[config.mk]
export PLATFORM = sky130hd
export DESIGN_NAME = stq_status_query_command_unit
export DESIGN_NICKNAME = d
export VERILOG_FILES = /design/src/verilog/stq_pkg.sv /design/src/verilog/stq_status_query_command_unit.sv
export SDC_FILE = /design/constraint.sdc
export NUM_CORES = 1
export LEC_CHECK = 0
export BUFFER_PORTS_ARGS = -buffer_cell sky130_fd_sc_hd__buf_2
export CAP_MARGIN = 20
export CORE_MARGIN = 2
export CORE_UTILIZATION = 30
export CTS_BUF_LIST = sky130_fd_sc_hd__clkbuf_8 sky130_fd_sc_hd__clkbuf_16
export DETAILED_ROUTE_END_ITERATION = 8
export GPL_TIMING_DRIVEN = 0
export PLACE_DENSITY_LB_ADDON = 0.12
export SYNTH_ARGS = -nofsm -noshare
export SYNTH_HDL_FRONTEND = slang
export SYNTH_SLANG_ARGS = --single-unit
[constraint.sdc]
create_clock -name clk -period 7.4 [get_ports clk]
set_input_delay 0.37 -clock clk [delete_from_list [all_inputs] [get_ports clk]]
set_output_delay 0.37 -clock clk [all_outputs]
set_load 0.05 [all_outputs]
[src/verilog/stq_pkg.sv]
// Constants, command codes and carriers for the status query command unit.
// Assumes commands arrive already parsed into opcode, channel and argument.
package stq_pkg;

    // ***************************************************************
    // Sizes
    // ***************************************************************
    localparam int MAX_CH = 3;
    localparam int ERR_DEPTH = 4;
    localparam int ERR_CNT_W = 3;

    // ***************************************************************
    // Bit positions and reset values
    // ***************************************************************
    localparam int STB_OPER_BIT = 7;
    localparam int STB_MSS_BIT = 6;
    localparam int STB_ESB_BIT = 5;
    localparam int STB_MAV_BIT = 4;
    localparam int STB_QUESTIONABLE_SUMMARY_BIT_BIT = 3;
    localparam int STB_EAV_BIT = 2;
    localparam logic [7:0] MASK_RESET = 8'h00;
    localparam logic [7:0] KEY_RESET = 8'h00;
    localparam logic REMOTE_RESET = 1'b0;

    // ***************************************************************
    // Error codes and key codes
    // ***************************************************************
    localparam logic [7:0] ERR_NONE = 8'h00;
    localparam logic [7:0] ERR_NO_INPUT = 8'h6E;
    localparam logic [7:0] ERR_BAD_CHANNEL = 8'h72;
    localparam logic [7:0] ERR_BAD_KEY = 8'h73;
    localparam logic [7:0] ERR_KEY_REMOTE = 8'h74;
    localparam logic [7:0] KEY_FIRST = 8'h01;
    localparam logic [7:0] KEY_LAST = 8'h1A;
    localparam logic [7:0] KEY_SHIFT_CODE = 8'h40;
    localparam logic [7:0] VOLTAGE_SET_BUTTON_CODE = 8'h01;
    localparam logic [7:0] CURRENT_SET_BUTTON_CODE = 8'h02;

    // ***************************************************************
    // Types
    // ***************************************************************
    typedef logic [7:0] stq_byte_t;
    typedef logic [MAX_CH-1:0][7:0] stq_chbytes_t;

    typedef enum logic [3:0] {
        OP_NONE = 4'h0,
        OP_OPER_CH_EVENT_Q = 4'h1,
        OP_QUESTIONABLE_SUMMARY_BIT_ENABLE_W = 4'h2,
        OP_QUESTIONABLE_SUMMARY_BIT_ENABLE_Q = 4'h3,
        OP_QUESTIONABLE_SUMMARY_BIT_EVENT_Q = 4'h4,
        OP_QUESTIONABLE_SUMMARY_BIT_CH_COND_Q = 4'h5,
        OP_QUESTIONABLE_SUMMARY_BIT_CH_ENABLE_W = 4'h6,
        OP_QUESTIONABLE_SUMMARY_BIT_CH_ENABLE_Q = 4'h7,
        OP_QUESTIONABLE_SUMMARY_BIT_CH_EVENT_Q = 4'h8,
        OP_STB_Q = 4'h9,
        OP_ERROR_Q = 4'hA,
        OP_KEY_W = 4'hB,
        OP_KEY_Q = 4'hC,
        OP_LOCAL = 4'hD,
        OP_REMOTE = 4'hE,
        OP_CLEAR_STATUS = 4'hF
    } stq_op_e;

    typedef enum logic [2:0] {
        TXT_NO_ERROR = 3'h0,
        TXT_NO_INPUT = 3'h1,
        TXT_BAD_CHANNEL = 3'h2,
        TXT_BAD_KEY = 3'h3,
        TXT_KEY_REMOTE = 3'h4
    } stq_text_e;

    typedef struct packed {
        logic valid;
        stq_op_e op;
        logic [1:0] channel;
        stq_byte_t arg;
    } stq_cmd_s;

    typedef struct packed {
        logic valid;
        stq_byte_t value;
        stq_text_e textId;
    } stq_resp_s;

    typedef struct packed {
        logic remote;
        stq_byte_t quesMask;
        stq_byte_t quesEvent;
        stq_byte_t quesPrev;
        stq_chbytes_t chMask;
        stq_chbytes_t chQuesEvent;
        stq_chbytes_t chQuesPrev;
        stq_chbytes_t chOperEvent;
        stq_chbytes_t chOperPrev;
        logic [ERR_DEPTH-1:0][7:0] errQueue;
        logic [ERR_CNT_W-1:0] errCount;
        stq_byte_t lastKey;
        stq_resp_s resp;
        logic keyStrobe;
        stq_byte_t keyCode;
    } stq_state_s;

    function automatic stq_text_e errText(input stq_byte_t code);
        case (code)
            ERR_NO_INPUT: errText = TXT_NO_INPUT;
            ERR_BAD_CHANNEL: errText = TXT_BAD_CHANNEL;
            ERR_BAD_KEY: errText = TXT_BAD_KEY;
            ERR_KEY_REMOTE: errText = TXT_KEY_REMOTE;
            default: errText = TXT_NO_ERROR;
        endcase
    endfunction

    function automatic logic keyValid(input stq_byte_t code);
        keyValid = (code >= KEY_FIRST && code <= KEY_LAST) ||
                   code == KEY_SHIFT_CODE;
    endfunction

endpackage

[src/verilog/stq_status_query_command_unit.sv]
// Status query command unit: status registers, error queue, key and local.
// Assumes a parser upstream hands over one decoded command per cycle and
// that channel conditions and summary inputs are synchronous to clk.
//
// What this block does
// Channel operation event query returns 0..255
// Channel index 1..3, or 1..2 on two-channel
// Eight-bit mask gates events onto summary bit
// Questionable event query clears that register
// Mask write loads value; query returns it
// Mask 8 passes only remote inhibit transitions
// Channel condition query returns live condition bits
// Channel questionable event query returns latched events
// Operation event value 9: output on, CV
// Separate questionable mask kept per channel
// Status byte query includes master summary bit
// Error query returns code plus text identifier
// Key press acted on only under local
// Key codes 1..26 and 64 accepted
// Local command leaves remote control
// Summary at bit 3; bits 1,0 zero
// Events stay latched until read or cleared
`timescale 1ns/1ps

module stq_status_query_command_unit #(
    parameter int NUM_CHANNELS = 3
) (
    input wire logic clk,
    input wire logic reset,
    input wire logic ce,
    input wire stq_pkg::stq_cmd_s cmd,
    input wire stq_pkg::stq_byte_t quesCondition,
    input wire stq_pkg::stq_chbytes_t chQuesCondition,
    input wire stq_pkg::stq_chbytes_t chOperCondition,
    input wire logic operSummary,
    input wire logic eventStatusSummary,
    input wire logic messageAvailable,
    input wire stq_pkg::stq_byte_t serviceRequestEnable,
    output stq_pkg::stq_resp_s resp,
    output logic keyPress,
    output stq_pkg::stq_byte_t keyCode,
    output logic remoteMode
);
    import stq_pkg::*;

    // ***************************************************************
    // State
    // ***************************************************************
    stq_state_s state;
    stq_state_s next_state;

    logic [MAX_CH-1:0] chSummary;
    logic [MAX_CH-1:0] chPresent;
    logic questionableSummaryBit;
    logic masterSummaryBit;
    stq_byte_t statusSummaryByte;
    stq_byte_t stbNoMaster;
    logic [1:0] chIdx;
    logic chOk;
    logic take;

    // ***************************************************************
    // Per-channel summary and presence
    // ***************************************************************
    generate
        for (genvar c = 0; c < MAX_CH; c++) begin : gChan
            assign chPresent[c] = (c < NUM_CHANNELS);
            assign chSummary[c] = chPresent[c] &&
                |(state.chQuesEvent[c] & state.chMask[c]);
        end
    endgenerate

    // ***************************************************************
    // Status byte
    // ***************************************************************
    assign questionableSummaryBit = |(state.quesEvent & state.quesMask) ||
        |chSummary;

    always_comb begin
        stbNoMaster = 8'h00;
        stbNoMaster[STB_OPER_BIT] = operSummary;
        stbNoMaster[STB_ESB_BIT] = eventStatusSummary;
        stbNoMaster[STB_MAV_BIT] = messageAvailable;
        stbNoMaster[STB_QUESTIONABLE_SUMMARY_BIT_BIT] = questionableSummaryBit;
        stbNoMaster[STB_EAV_BIT] = (state.errCount != '0);
    end

    assign masterSummaryBit = |(stbNoMaster & serviceRequestEnable &
        ~(8'h01 << STB_MSS_BIT));

    always_comb begin
        statusSummaryByte = stbNoMaster;
        statusSummaryByte[STB_MSS_BIT] = masterSummaryBit;
    end

    // ***************************************************************
    // Command decode
    // ***************************************************************
    assign take = cmd.valid;
    assign chIdx = cmd.channel - 2'h1;
    assign chOk = cmd.channel != 2'h0 &&
        int'(cmd.channel) <= NUM_CHANNELS;

    always_comb begin
        logic pushErr;
        logic popErr;
        stq_byte_t errCode;
        pushErr = 1'b0;
        popErr = 1'b0;
        errCode = ERR_NONE;
        next_state = state;
        next_state.resp.valid = 1'b0;
        next_state.keyStrobe = 1'b0;

        // Latch rising condition bits; set wins over a clearing read
        next_state.quesPrev = quesCondition;
        next_state.chQuesPrev = chQuesCondition;
        next_state.chOperPrev = chOperCondition;

        if (take) begin
            unique case (cmd.op)
                OP_OPER_CH_EVENT_Q, OP_QUESTIONABLE_SUMMARY_BIT_CH_COND_Q, OP_QUESTIONABLE_SUMMARY_BIT_CH_ENABLE_W,
                OP_QUESTIONABLE_SUMMARY_BIT_CH_ENABLE_Q, OP_QUESTIONABLE_SUMMARY_BIT_CH_EVENT_Q: begin
                    if (!chOk) begin
                        pushErr = 1'b1;
                        errCode = ERR_BAD_CHANNEL;
                    end
                end
                default: begin
                end
            endcase

            if (!pushErr) begin
                unique case (cmd.op)
                    OP_NONE: begin
                        pushErr = 1'b1;
                        errCode = ERR_NO_INPUT;
                    end
                    OP_OPER_CH_EVENT_Q: begin
                        next_state.resp.valid = 1'b1;
                        next_state.resp.value =
                            state.chOperEvent[chIdx];
                        next_state.chOperEvent[chIdx] = 8'h00;
                    end
                    OP_QUESTIONABLE_SUMMARY_BIT_ENABLE_W: begin
                        next_state.quesMask = cmd.arg;
                    end
                    OP_QUESTIONABLE_SUMMARY_BIT_ENABLE_Q: begin
                        next_state.resp.valid = 1'b1;
                        next_state.resp.value = state.quesMask;
                    end
                    OP_QUESTIONABLE_SUMMARY_BIT_EVENT_Q: begin
                        next_state.resp.valid = 1'b1;
                        next_state.resp.value = state.quesEvent;
                        next_state.quesEvent = 8'h00;
                    end
                    OP_QUESTIONABLE_SUMMARY_BIT_CH_COND_Q: begin
                        next_state.resp.valid = 1'b1;
                        next_state.resp.value =
                            chQuesCondition[chIdx];
                    end
                    OP_QUESTIONABLE_SUMMARY_BIT_CH_ENABLE_W: begin
                        next_state.chMask[chIdx] = cmd.arg;
                    end
                    OP_QUESTIONABLE_SUMMARY_BIT_CH_ENABLE_Q: begin
                        next_state.resp.valid = 1'b1;
                        next_state.resp.value = state.chMask[chIdx];
                    end
                    OP_QUESTIONABLE_SUMMARY_BIT_CH_EVENT_Q: begin
                        next_state.resp.valid = 1'b1;
                        next_state.resp.value =
                            state.chQuesEvent[chIdx];
                        next_state.chQuesEvent[chIdx] = 8'h00;
                    end
                    OP_STB_Q: begin
                        next_state.resp.valid = 1'b1;
                        next_state.resp.value = statusSummaryByte;
                    end
                    OP_ERROR_Q: begin
                        popErr = 1'b1;
                        next_state.resp.valid = 1'b1;
                        next_state.resp.value = (state.errCount != '0) ?
                            state.errQueue[0] : ERR_NONE;
                        next_state.resp.textId =
                            errText(next_state.resp.value);
                    end
                    OP_KEY_W: begin
                        if (!keyValid(cmd.arg)) begin
                            pushErr = 1'b1;
                            errCode = ERR_BAD_KEY;
                        end else if (state.remote) begin
                            pushErr = 1'b1;
                            errCode = ERR_KEY_REMOTE;
                        end else begin
                            next_state.keyStrobe = 1'b1;
                            next_state.keyCode = cmd.arg;
                            next_state.lastKey = cmd.arg;
                        end
                    end
                    OP_KEY_Q: begin
                        next_state.resp.valid = 1'b1;
                        next_state.resp.value = state.lastKey;
                    end
                    OP_LOCAL: begin
                        next_state.remote = 1'b0;
                    end
                    OP_REMOTE: begin
                        next_state.remote = 1'b1;
                    end
                    OP_CLEAR_STATUS: begin
                        next_state.quesEvent = 8'h00;
                        next_state.chQuesEvent = '0;
                        next_state.chOperEvent = '0;
                        next_state.errCount = '0;
                    end
                    default: begin
                    end
                endcase
            end
            if (cmd.op != OP_ERROR_Q) begin
                next_state.resp.textId = TXT_NO_ERROR;
            end
        end

        // Event latches: new transitions always land after any clear
        next_state.quesEvent = next_state.quesEvent |
            (quesCondition & ~state.quesPrev);
        next_state.chQuesEvent = next_state.chQuesEvent |
            (chQuesCondition & ~state.chQuesPrev);
        next_state.chOperEvent = next_state.chOperEvent |
            (chOperCondition & ~state.chOperPrev);

        // Error queue: pop from head, push at tail, drop when full
        if (popErr && state.errCount != '0) begin
            for (int i = 0; i < ERR_DEPTH - 1; i++) begin
                next_state.errQueue[i] = state.errQueue[i + 1];
            end
            next_state.errCount = state.errCount - 1'b1;
        end
        if (pushErr && int'(state.errCount) < ERR_DEPTH) begin
            next_state.errQueue[state.errCount[1:0]] = errCode;
            next_state.errCount = state.errCount + 1'b1;
        end
    end

    // ***************************************************************
    // Registers
    // ***************************************************************
    always_ff @(posedge clk) begin
        if (reset) begin
            state <= '0;
            state.remote <= REMOTE_RESET;
            state.quesMask <= MASK_RESET;
            state.lastKey <= KEY_RESET;
        end else if (ce) begin
            state <= next_state;
        end
    end

    // ***************************************************************
    // Outputs
    // ***************************************************************
    assign resp = state.resp;
    assign keyPress = state.keyStrobe;
    assign keyCode = state.keyCode;
    assign remoteMode = state.remote;

endmodule // stq_status_query_command_unit

=== Word-level counts from Yosys, hierarchy flattened ===
Index checks and enable logic that the tools add are counted.

* Add/sub/neg operators: 3
* Magnitude comparators: 7
* Equal/unequal tests: 23
* Muxes and demuxes: 58
* Bitwise gates (word level): 19
* Reductions and logical operators: 28

{| class="wikitable"
|+ Operator list
! cell !! count
|-
| 2-to-1 mux 8 bit || 16
|-
| AND 24 bit || 4
|-
| 2-to-1 mux 24 bit || 4
|-
| one-hot mux 24 bit (2 select lines) || 2
|-
| one-hot mux 9 bit (9 select lines) || 1
|-
| NOT 24 bit || 3
|-
| binary-select mux 8 bit (select 2 bit) || 4
|-
| 2-to-1 mux 32 bit || 2
|-
| 2-to-1 mux 27 bit || 2
|-
| AND 8 bit || 6
|-
| OR 24 bit || 2
|-
| == test 8 x 7 -> 1 bit, second input constant || 5
|-
| bitwise mux 32 bit || 1
|-
| demux 8 bit (select 2 bit) || 2
|-
| == test 4 bit, second input constant || 8
|-
| 2-to-1 mux 9 bit || 3
|-
| bitwise mux 24 bit || 1
|-
| AND reduction 4 bit || 6
|-
| OR reduction 24 bit || 1
|-
| 2-to-1 mux 7 bit || 3
|-
| == test 4 x 3 -> 1 bit, second input constant || 4
|-
| one-hot mux 8 bit (2 select lines) || 1
|-
| one-hot mux 3 bit (4 select lines) || 1
|-
| 2-to-1 mux 1 bit || 10
|-
| other kinds (30) || 46
|}

* Register bits: 201
* Input port bits: 85
* Output and inout port bits: 22
* Word-level logic and storage cells: 167

=== Logic depth before layout (Yosys ltp) ===
Gate-level depths: netlist of run 1.

* Depth after elaboration: 12
* Mapped depth: 11
* Mapped depth without buffers: 8

=== Least setup slack after synthesis of run 1 ===
Ideal clock, no wire load.

* Path kind: input-to-reg
* Start: input cmd[8] (netlist name)
* End: register state (netlist bit resp[6])
* Library setup time: 0.129 ns
* Arrival: 2.488 ns
* Required time: 7.271 ns
* Path slack: 4.783 ns
* Stages on the path: 11
* Path buffers: 3
* Cells stage by stage: clkbuf_1 > inv_1 > ha_1 > buf_2 > buf_1 > mux2i_1 > o22ai_1 > o21ai_0 > nand3_1 > a2111oi_0 > nor2_1

* Word-level cells in the longest chain between the ends: 6
* Elaborated cells on any way between the ends: 16
* Those cells by class: 1 x add/sub; 12 x mux; 1 x bitwise; 2 x reduce/logical

{| class="wikitable"
|+ Ends and longest elaborated chain
! element !! RTL line !! source
|-
| start, declared || stq_status_query_command_unit.sv:31 || <nowiki>input wire stq_pkg::stq_cmd_s cmd,</nowiki>
|-
| parallel branches: the longest is 6 deep, another holds subtractor 2 x 1 -> 2 bit || - ||
|-
| end signal, assigned || stq_status_query_command_unit.sv:256 || <nowiki>state <= next_state;</nowiki>
|-
| end, declared || stq_status_query_command_unit.sv:49 || <nowiki>stq_state_s state;</nowiki>
|}

Several ways; the timed one is not identified. The select of a mux whose other input is x is not followed.
A chain may end at the register's enable or synchronous reset.

=== Final worst setup path of run 1 ===
Same ends and word-level chain as after synthesis.

==> reports/qor.yml, run 1 <==
status: "finished, final reports clean"
crit_path_max_fanout: 10
cts_setup_buffers: 0
drc: 0
fmax_ghz: 0.268
cts_sinks: 199
htreeDepth: 4
antenna_found_initial: 0
final_max_slew_viol_count: 0
final_cells: 1685
gr-usage-met1_pct: 28.7
pwr_density_cell_nw_per_um2: 212
syn_avg_cell_area_sq_um: 8.73
synth.area.top_cells: "dfxtp_1 (41%), mux2i_1 (11%), nor2_1 (5.4%)"
tns_ns: 0
cpMostUsedCell: "buf_2"
pin_count: 107
critPathKind: "input port to register"
whs_path_depth: 3
placed_cells_incl_taps: 1653
core_area_sq_um: 32300
synth_top_cell_by_area: "dfxtp_1"
ant_nets: 0
setup_viol: 0
cts_resized: 0
hp-class: "input port to register"
hold_viol_final: 0
rr_worst_depth: 9
max_slew_margin_pct: 27.8
ys.flop_type: "dfxtp_1"
grt_max_degree: 20
maxCapViolCount: 0
synth_common_cells: "dfxtp_1 (199), nor2_1 (139), mux2i_1 (105)"
overflow: 0
yosys_register_bits: 199
diodes: 0
drt_iter0_markers: 628
clk_latency_ns: 0.46
worst_pin_slew_ns: 1.08
port_buffers: 95
arrival_ns: 4.05
drt_wl_total_um: 35400
postLayoutCoreUtil_pct: 35.2
fin_skew_ns: 0.0116
clk_pin_slew_worst_paths_ns: 0.08
grt_pass1_wl_um: 52300
row_count: 66
grtUsageTotal_pct: 21.1
cts_made_buffers: 17
dp_hpwl_um: 27300
ys_seq_area_share_pct: 40.9
worstSetupStartpointType: "input port"
dr.pass1.iters: 5
area_growth_pct: 16.6
cts_max_path_buffers: 2
cp.required_ns: 7.72
max-vdd-ir-drop_mv: 0.172
yosysWarnings: 0
netlist_area_sq_um: 9750
cts_root_buffer: "clkbuf_16"
met2_usage_pct: 33.6
end_kind: "register"
drive_above_1_share_pct: 16.4
synth_edf_count: 0
dieWidth_um: 184
path_cells: "buf_2 > clkbuf_1 > inv_1 > ha_1 > buf_2 > buf_1 > mux2i_1 > o22ai_1 > o21ai_0 > nand3_1 > a2111oi_0 > nor2_1"
yosys.area.top_type_share_pct: 40.9
met3_usage_pct: 4.17
synth.distinct_cells: 73
yosysMostFrequentCell: "dfxtp_1"
hold_slack_ns: 0.163
avgRoutedWirePerCell_um: 21.0
grt_pass1_vias: 8262
post-route-period-util_pct: 50.5
rsz0062_at_grt: "no"
cpMaxStageDelayCell: "a2111oi_0"
routabilityCongestion: 0.927
start_util_pct: 30.2
syn_inst: 1116
fp.dieH_um: 184
synthArstFlopShare_pct: 0
grt-busiest-layer: "met2"
ctsHoldBuffers: 0
vias: 8731
die_area_sq_um: 34000
cp_slowest_stage_delay_ns: 0.71
fin_nets: 1324
finalCriticalPeriod_ns: 3.73
power.leakage_uw: 0.00438
cts_tree: "done"
syn_nets: 1210
viasPerCell: 5.18
-- layout by cell type, fill, tap and decap left out, types with 7 or more instances in the layout --
cell type  netlist  layout
a32oi_1         30      30
mux2_2          15      15
inv_1           72      73
nor2b_1         14      14
buf_4           20      20
a211oi_1         7       7
mux2i_1        105     105
o221ai_1         9       9
clkbuf_1        46      46
o21ai_0         25      25
ha_1             9       9
a31oi_1          8       8
dfxtp_1        199     199
nor3_1           9       9
o22ai_1         23      23
nand2_1         80      80
nand3_1         44      44
a21oi_1         59      59
buf_2           20     115
a32o_1          24      24
and2_1           8       8
clkbuf_16        0      17
nor2_1         139     139
a22oi_1         37      37
buf_1            8       8
-- metrics by stage --
step           area, sq um  total power, uW  worst slack [ns]
3_5_place_dp         10800             1480              3.30
4_1_cts              11400             2430              3.77
6_report             11400             2410              3.67
5_1_grt              11400             2510              3.44
2_1_floorplan         9750             1350              4.78
3_3_place_gp         10800             1470              3.25
-- flip-flops by register name, summed over array words and instances, names as in the netlist --
signal	flops
remoteMode	1
resp	12
keyCode	8
state	177
keyPress	1
-- cell type report --
class,count,area (sq um)
clock buffers,17,425
clock inverters,15,164
repair buffers,95,475
fillers,3431,20900
well taps,442,553
flip-flops and latches,199,3980
multi-input cells,748,5010
plain buffers,97,487
inverters,72,270
-- layer usage --
layer  up-vias  part of all wire, %
li1       4233                    -
met1      4189                   47
met2       271                   46
met3        38                  5.4
met4         0                  2.1
met5         -                    0
-- power by group --
group | total (uW) | switching (uW) | internal (uW) | leakage (uW)
Sequential | 1150 | 37.5 | 1120 | 0.00163
Combinational | 300 | 192 | 108 | 0.00246
Clock | 951 | 471 | 480 | 0.000294
-- final timing paths --
check / end / slack (ns) / start
worst max-delay path: resp[6] / 3.67 / cmd[8]
worst min-delay path: state[66] / 0.16 / chOperCondition[2]
worst max register to register: resp[9] / 4.54 / state[29]
worst min register to register: state[53] / 0.45 / state[53]
-- critical path, delay by kind of cell --
| kind | cells | cell delay [ns] |
|---|---|---|
| compound gates | 3 | 1.27 |
| fa+ha+maj | 1 | 0.30 |
| buf+inv | 5 | 1.45 |
| mux | 1 | 0.43 |
| simple gates | 2 | 0.24 |
-- kinds of logic after synthesis --
logic type / synth area share (%)
XOR/XNOR: 0.0899
AO/OA/AOI/OAI: 21.5
flip-flops: 40.9
adder cells (fa/ha/maj): 1.16
AND/OR/NAND/NOR: 16.1
multiplexers: 12.5
buffers and inverters: 7.77
Note: power is estimated with default switching activity, not from simulation.
==> run 2: changes to the inputs <==
==> constraint.sdc (replaced) <==
create_clock -name clk -period 3.75 [get_ports clk]
set_input_delay 0.1875 -clock clk [delete_from_list [all_inputs] [get_ports clk]]
set_output_delay 0.1875 -clock clk [all_outputs]
set_load 0.05 [all_outputs]
==> run 2 against run 1 <==
Register-to-register slack got worse by 3.7 ns. Cell count increased by 2.3%. Combinational power increased by 110%. Core utilization increased by 1.2 points. First-iteration DRC count decreased by 5.3%. Critical path depth unchanged. Clock skew decreased by 0.0016 ns. Clock-buffer cell count unchanged. Total power increased by 99%. Routed wire length increased by 0.77%.
==> reports/qor.yml, run 2 (same netlist as run 1, synthesis figures left out) <==
tns_ns: 0  # unchanged
clk_latency_ns: 0.46  # about the same
vias: 8939  # was 8731
maxCapViolCount: 0  # unchanged
fp.dieH_um: 184  # unchanged
p_sw_uw: 1390  # was 700 uW
cts_made_buffers: 17  # unchanged
max_slew_margin_pct: 26.3  # was 27.8%
avgRoutedWirePerCell_um: 20.7  # was 21.0 um
status: "finished, final reports clean"  # unchanged
fin_nets: 1363  # was 1324
finalCriticalPeriod_ns: 3.52
worstSetupStartpointType: "input port"  # unchanged
drt_iter0_markers: 595  # was 628
grt_max_degree: 20  # unchanged
power.leakage_uw: 0.00455  # was 0.00438 uW
combPwrFrac_pct: 13.1  # was 12.5%
core_area_sq_um: 32300  # unchanged
cts_root_buffer: "clkbuf_16"  # unchanged
dieWidth_um: 184  # unchanged
top_register: "state"  # unchanged
start_util_pct: 30.2  # unchanged
power.share.switching_pct: 29.0  # was 29.1%
crit_path_max_fanout: 15  # was 10
drc: 0  # unchanged
fin_skew_ns: 0.0100  # was 0.0116 ns
hold_viol_final: 0  # unchanged
diodes: 0  # unchanged
arrival_ns: 3.84  # was 4.05 ns
cts_setup_buffers: 0  # unchanged
final_cells: 1724  # was 1685
end_kind: "register"  # unchanged
overflow: 0  # unchanged
max-vdd-ir-drop_mv: 0.336  # was 0.172 mV
viasPerCell: 5.19  # was 5.18
cpMaxStageDelayCell: "buf_1"  # was a2111oi_0
post-route-cell-area_sq_um: 11800  # was 11400 sq um
setup_viol: 0  # unchanged
cts_max_path_buffers: 2  # unchanged
cp_slowest_stage_delay_ns: 0.71  # about the same
num-fill-cells: 3405  # was 3431
placed_cells_incl_taps: 1653  # unchanged
die_area_sq_um: 34000  # unchanged
port_buffers: 95  # unchanged
largest_register_ff_count: 177  # unchanged
hp-class: "input port to register"  # unchanged
critPathKind: "input port to register"  # unchanged
ant_nets: 0  # unchanged
drt_wl_total_um: 35700  # was 35400 um
dr.pass1.iters: 7  # was 5
grt_pass1_wl_um: 52800  # was 52300 um
pwr_density_cell_nw_per_um2: 406  # was 212 nW/um^2
rsz0062_at_grt: "no"  # unchanged
cp_top_family: "buffers and inverters"  # unchanged
pin_count: 107  # unchanged
cts_sinks: 199  # unchanged
path_buf_inv: 5  # unchanged
final_common_cell: "dfxtp_1"  # unchanged
grtUsageTotal_pct: 21.2  # was 21.1%
row_count: 66  # unchanged
cpMostUsedCell: "buf_2"  # unchanged
post-route-period-util_pct: 94.0
clk_pin_slew_worst_paths_ns: 0.08  # about the same
seq_power_share_pct: 47.7  # was 48.0%
clockPowerShare_pct: 39.3  # was 39.6%
path_cells: "buf_2 > clkbuf_1 > inv_1 > ha_1 > buf_2 > buf_1 > mux2i_1 > o22ai_1 > o21ai_0 > o211ai_1 > a211oi_1 > nor3_1"  # was buf_2 > clkbuf_1 > inv_1 > ha_1 > buf_2 > buf_1 > mux2i_1 > o22ai_1 > o21ai_0 > nand3_1 > a2111oi_0 > nor2_1
drive_above_1_share_pct: 15.9  # was 16.4%
grt_pass1_vias: 8408  # was 8262
routabilityCongestion: 0.927  # unchanged
area_growth_pct: 20.7  # was 16.6%
final_cell_mix: "dfxtp_1 (199), nor2_1 (139), buf_2 (115)"  # unchanged
worst_pin_slew_ns: 1.11  # was 1.08 ns
fmax_ghz: 0.284
htreeDepth: 4  # unchanged
antenna_found_initial: 0  # unchanged
power.total_uw: 4780  # was 2410 uW
final_max_slew_viol_count: 0  # unchanged
place_area_sq_um: 10800  # unchanged
cts_tree: "done"  # unchanged
cp.required_ns: 4.06  # was 7.72 ns
dp_hpwl_um: 27300  # unchanged
postLayoutCoreUtil_pct: 36.4  # was 35.2%
p_int_uw: 3390  # was 1700 uW
==> run 2: cell count changes in the layout (fill, tap and decap cells not counted) <==
cell and delta:
buf_1 -1, dlygate4sd3_1 +40
==> run 2: repair_timing <==
| item | in CTS | in global routing |
|---|---|---|
| hold buffers | 40 | 0 |
| resized for setup | 0 | 0 |
| hold endpoints to repair | 62 | 0 |
| setup endpoints to repair | 0 | 1 |
==> run 2: path summary, 6_finish.rpt <==
path / from / end / slack [ns] / cells past startpoint
worst min-delay path: cmd[1] / keyCode[1] / 0.03 / 3
worst max-delay path: cmd[8] / resp[3] / 0.23 / 12
worst min register to register: state[53] / state[53] / 0.45 / 2
worst max register to register: state[29] / resp[9] / 0.88 / 9
==> run 2: metal layers <==
layer  GRT usage [%]  vias to the layer above  part of all wire [%]
met1            28.8                     4307                    47
li1                -                     4313                     -
met3            4.11                       38                   5.3
met5               0                        -                     0
met2            33.9                      281                    46
met4            6.72                        0                   2.1
==> run 2: power by group through the flow <==
stage / registers [uW] / clock network [uW] / logic (uW)
2_1_floorplan: 2290 / 0 / 379
3_3_place_gp: 2320 / 0 / 587
3_5_place_dp: 2320 / 0 / 590
4_1_cts: 2270 / 1930 / 624
5_1_grt: 2290 / 2020 / 676
6_report: 2280 / 1880 / 624
==> run 2: worst reg2reg max path, cell delays in order, from the launching register on <==
cell and delay [ns]:
dfxtp_1 0.35, inv_1 0.13, ha_1 0.30, nand2b_1 0.25, and3_1 0.29, clkbuf_1 0.26
a22oi_1 0.29, o221ai_1 0.22, a221oi_1 0.50, a31oi_1 0.15
==> run 2: final cells by class <==
cell class | count | area, sq um | share of cell area (%)
multi-input combinational | 748 | 5010 | 42.6
clock inverter | 15 | 164 | 1.39
timing repair buffer | 135 | 876 | 7.45
buffer | 96 | 483 | 4.11
tap | 442 | 553 | 4.70
sequential | 199 | 3980 | 33.9
clock buffer | 17 | 425 | 3.62
inverter | 72 | 270 | 2.30
==> run 2: per-stage QoR <==
stage | hold slack [ns] | setup slack (ns)
floorplan | 0.335 | 1.32
global placement | 0.445 | -0.220
detailed placement | 0.443 | -0.165
CTS | 0.0000249 | 0.304
global route | 0.0107 | 0.151
finish | 0.0296 | 0.225
==> run 3: changes to the inputs <==
==> constraint.sdc (replaced) <==
create_clock -name clk -period 2.9 [get_ports clk]
set_input_delay 0.145 -clock clk [delete_from_list [all_inputs] [get_ports clk]]
set_output_delay 0.145 -clock clk [all_outputs]
set_load 0.05 [all_outputs]
==> run 3 against run 2 <==
Largest cell class unchanged. Worst setup slack got worse by 0.084 ns. Global-route usage about the same. Combinational power up 33%. Sequential cell count is the same. Via count is 0.38% lower. Core utilization is 0.64 points higher. Critical path type is now register to register. Sequential share of layout area down 0.58 points. First-iteration DRC count is 5.9% higher. Hold slack improved by 0.024 ns. Non-clock buffer count rose by 19. Critical endpoint is now resp[9]. Sequential power is 29% higher.
==> reports/qor.yml, run 3 (same netlist as run 1, synthesis figures left out) <==
status: "finished, final reports clean"  # unchanged
avgRoutedWirePerCell_um: 20.5  # was 20.7 um
drt_wl_total_um: 35700  # about the same
grt_pass1_wl_um: 52900  # was 52800 um
top_layer: "met4"  # unchanged
setup_viol: 0  # unchanged
dieWidth_um: 184  # unchanged
r2r-start: "state[29]"  # unchanged
row_count: 66  # unchanged
clk_latency_ns: 0.46  # about the same
crit_path_max_fanout: 10  # was 15
p_sw_uw: 1790  # was 1390 uW
cts_tree: "done"  # unchanged
arrival_ns: 3.09  # was 3.84 ns
multi_input_area_sq_um: 5020  # was 5010 sq um
area_growth_pct: 22.8  # was 20.7%
fin_skew_ns: 0.0121  # was 0.0100 ns
clockPowerShare_pct: 39.1  # was 39.3%
maxCapViolCount: 0  # unchanged
wl_met1_um: 16700  # was 16800 um
pin_count: 107  # unchanged
final_cell_mix: "dfxtp_1 (199), nor2_1 (139), buf_2 (118)"  # was dfxtp_1 (199), nor2_1 (139), buf_2 (115)
cts_sinks: 199  # unchanged
finalCriticalPeriod_ns: 2.76
min_from: "cmd[7]"  # was cmd[1]
start_util_pct: 30.2  # unchanged
grtUsageTotal_pct: 21.2  # about the same
combPwrFrac_pct: 13.4  # was 13.1%
drive_above_1_share_pct: 16.1  # was 15.9%
clk_pin_slew_worst_paths_ns: 0.08  # about the same
rr_worst_depth: 9  # unchanged
register_area_sq_um: 3980  # unchanged
dr_wl_met2_um: 16300  # was 16200 um
hold_viol_final: 0  # unchanged
viasPerCell: 5.11  # was 5.19
cts_max_path_buffers: 2  # unchanged
cp.required_ns: 3.23  # was 4.06 ns
placed_cells_incl_taps: 1653  # unchanged
cts_root_buffer: "clkbuf_16"  # unchanged
critPathKind: "register to register"  # was input port to register
rsz0062_at_grt: "no"  # unchanged
dp_hpwl_um: 27300  # unchanged
die_area_sq_um: 34000  # unchanged
diodes: 0  # unchanged
max_slew_margin_pct: 26.2  # was 26.3%
worst_pin_slew_ns: 1.11  # about the same
drc: 0  # unchanged
grt_max_degree: 20  # unchanged
final_max_slew_viol_count: 0  # unchanged
grt_pass1_vias: 8460  # was 8408
drt_iter0_markers: 630  # was 595
largest_register_ff_count: 177  # unchanged
antenna_found_initial: 0  # unchanged
hp-class: "input port to register"  # unchanged
top_register: "state"  # unchanged
cts_made_buffers: 17  # unchanged
whs_path_depth: 3  # unchanged
met3_length_um: 1830  # was 1910 um
cts_setup_buffers: 0  # unchanged
core_area_sq_um: 32300  # unchanged
seq_power_share_pct: 47.5  # was 47.7%
final_cells: 1743  # was 1724
dr.pass1.iters: 5  # was 7
post-route-period-util_pct: 95.1
num-fill-cells: 3381  # was 3405
final_common_cell: "dfxtp_1"  # unchanged
worstSetupStartpointType: "register"  # was input port
fmax_ghz: 0.363
postLayoutCoreUtil_pct: 37.1  # was 36.4%
fin_nets: 1382  # was 1363
p_int_uw: 4400  # was 3390 uW
htreeDepth: 4  # unchanged
ant_nets: 0  # unchanged
max-vdd-ir-drop_mv: 0.439  # was 0.336 mV
end_kind: "register"  # unchanged
setup.worst_path.start: "state[29]"  # was cmd[8]
power.leakage_uw: 0.00464  # was 0.00455 uW
fp.dieH_um: 184  # unchanged
power.share.switching_pct: 29.0  # about the same
port_buffers: 95  # unchanged
vias: 8905  # was 8939
pwr_density_cell_nw_per_um2: 518  # was 406 nW/um^2
routabilityCongestion: 0.927  # unchanged
overflow: 0  # unchanged
[run 3: worst max-delay path, stage by stage (launching register included)]
cell      delay (ns)
dfxtp_1         0.35
inv_1           0.13
ha_1            0.30
nand2b_1        0.25
and3_1          0.29
clkbuf_1        0.26
a22oi_1         0.30
o221ai_1        0.23
a221oi_2        0.38
a31oi_1         0.13
[run 3: power by group through the flow]
stage | Combinational, uW | Sequential (uW) | Clock, uW
2_1_floorplan | 491 | 2960 | 0
3_3_place_gp | 758 | 3000 | 0
3_5_place_dp | 764 | 3010 | 0
4_1_cts | 827 | 2940 | 2500
5_1_grt | 897 | 2960 | 2610
6_report | 828 | 2940 | 2430
[run 3: path summary, 6_finish.rpt]
kind | end | slack [ns]
hold reg to reg | state[53] | 0.45
setup / recovery | resp[9] | 0.14
setup reg to reg | resp[9] | 0.14
hold / removal | state[175] | 0.05
[run 3: area by class of cell]
type / instances / share of cell area [%]
Multi-Input combinational cell: 748 / 41.9
Sequential cell: 199 / 33.3
Timing Repair Buffer: 154 / 8.91
Tap cell: 442 / 4.62
Buffer: 96 / 4.07
Clock buffer: 17 / 3.55
Inverter: 72 / 2.26
Clock inverter: 15 / 1.37
[run 3: stage by stage]
step                cell area [sq um]  setup TNS (ns)  hold slack, ns  setup slack (ns)  power (uW)
floorplan                        9750               0           0.292             0.508        3450
global placement                10800           -5.70           0.403             -1.03        3760
detailed placement              10800           -5.46           0.410            -0.972        3770
CTS                             12000               0          0.0231            0.0758        6270
global route                    12000               0          0.0380            0.0214        6460
finish                          12000               0          0.0536             0.142        6200
[run 3: timing repair]
action | CTS | global route
hold buffers | 59 | 0
resized for setup | 8 | 2
setup endpoints to repair | 6 | 5
endpoints found under the hold margin | 107 | 0
[run 3: layer usage]
layer  vias to the layer above  track usage [%]
met5                         -                0
met4                         0             6.72
met2                       265             34.1
li1                       4346                -
met1                      4254             28.8
met3                        40             4.09
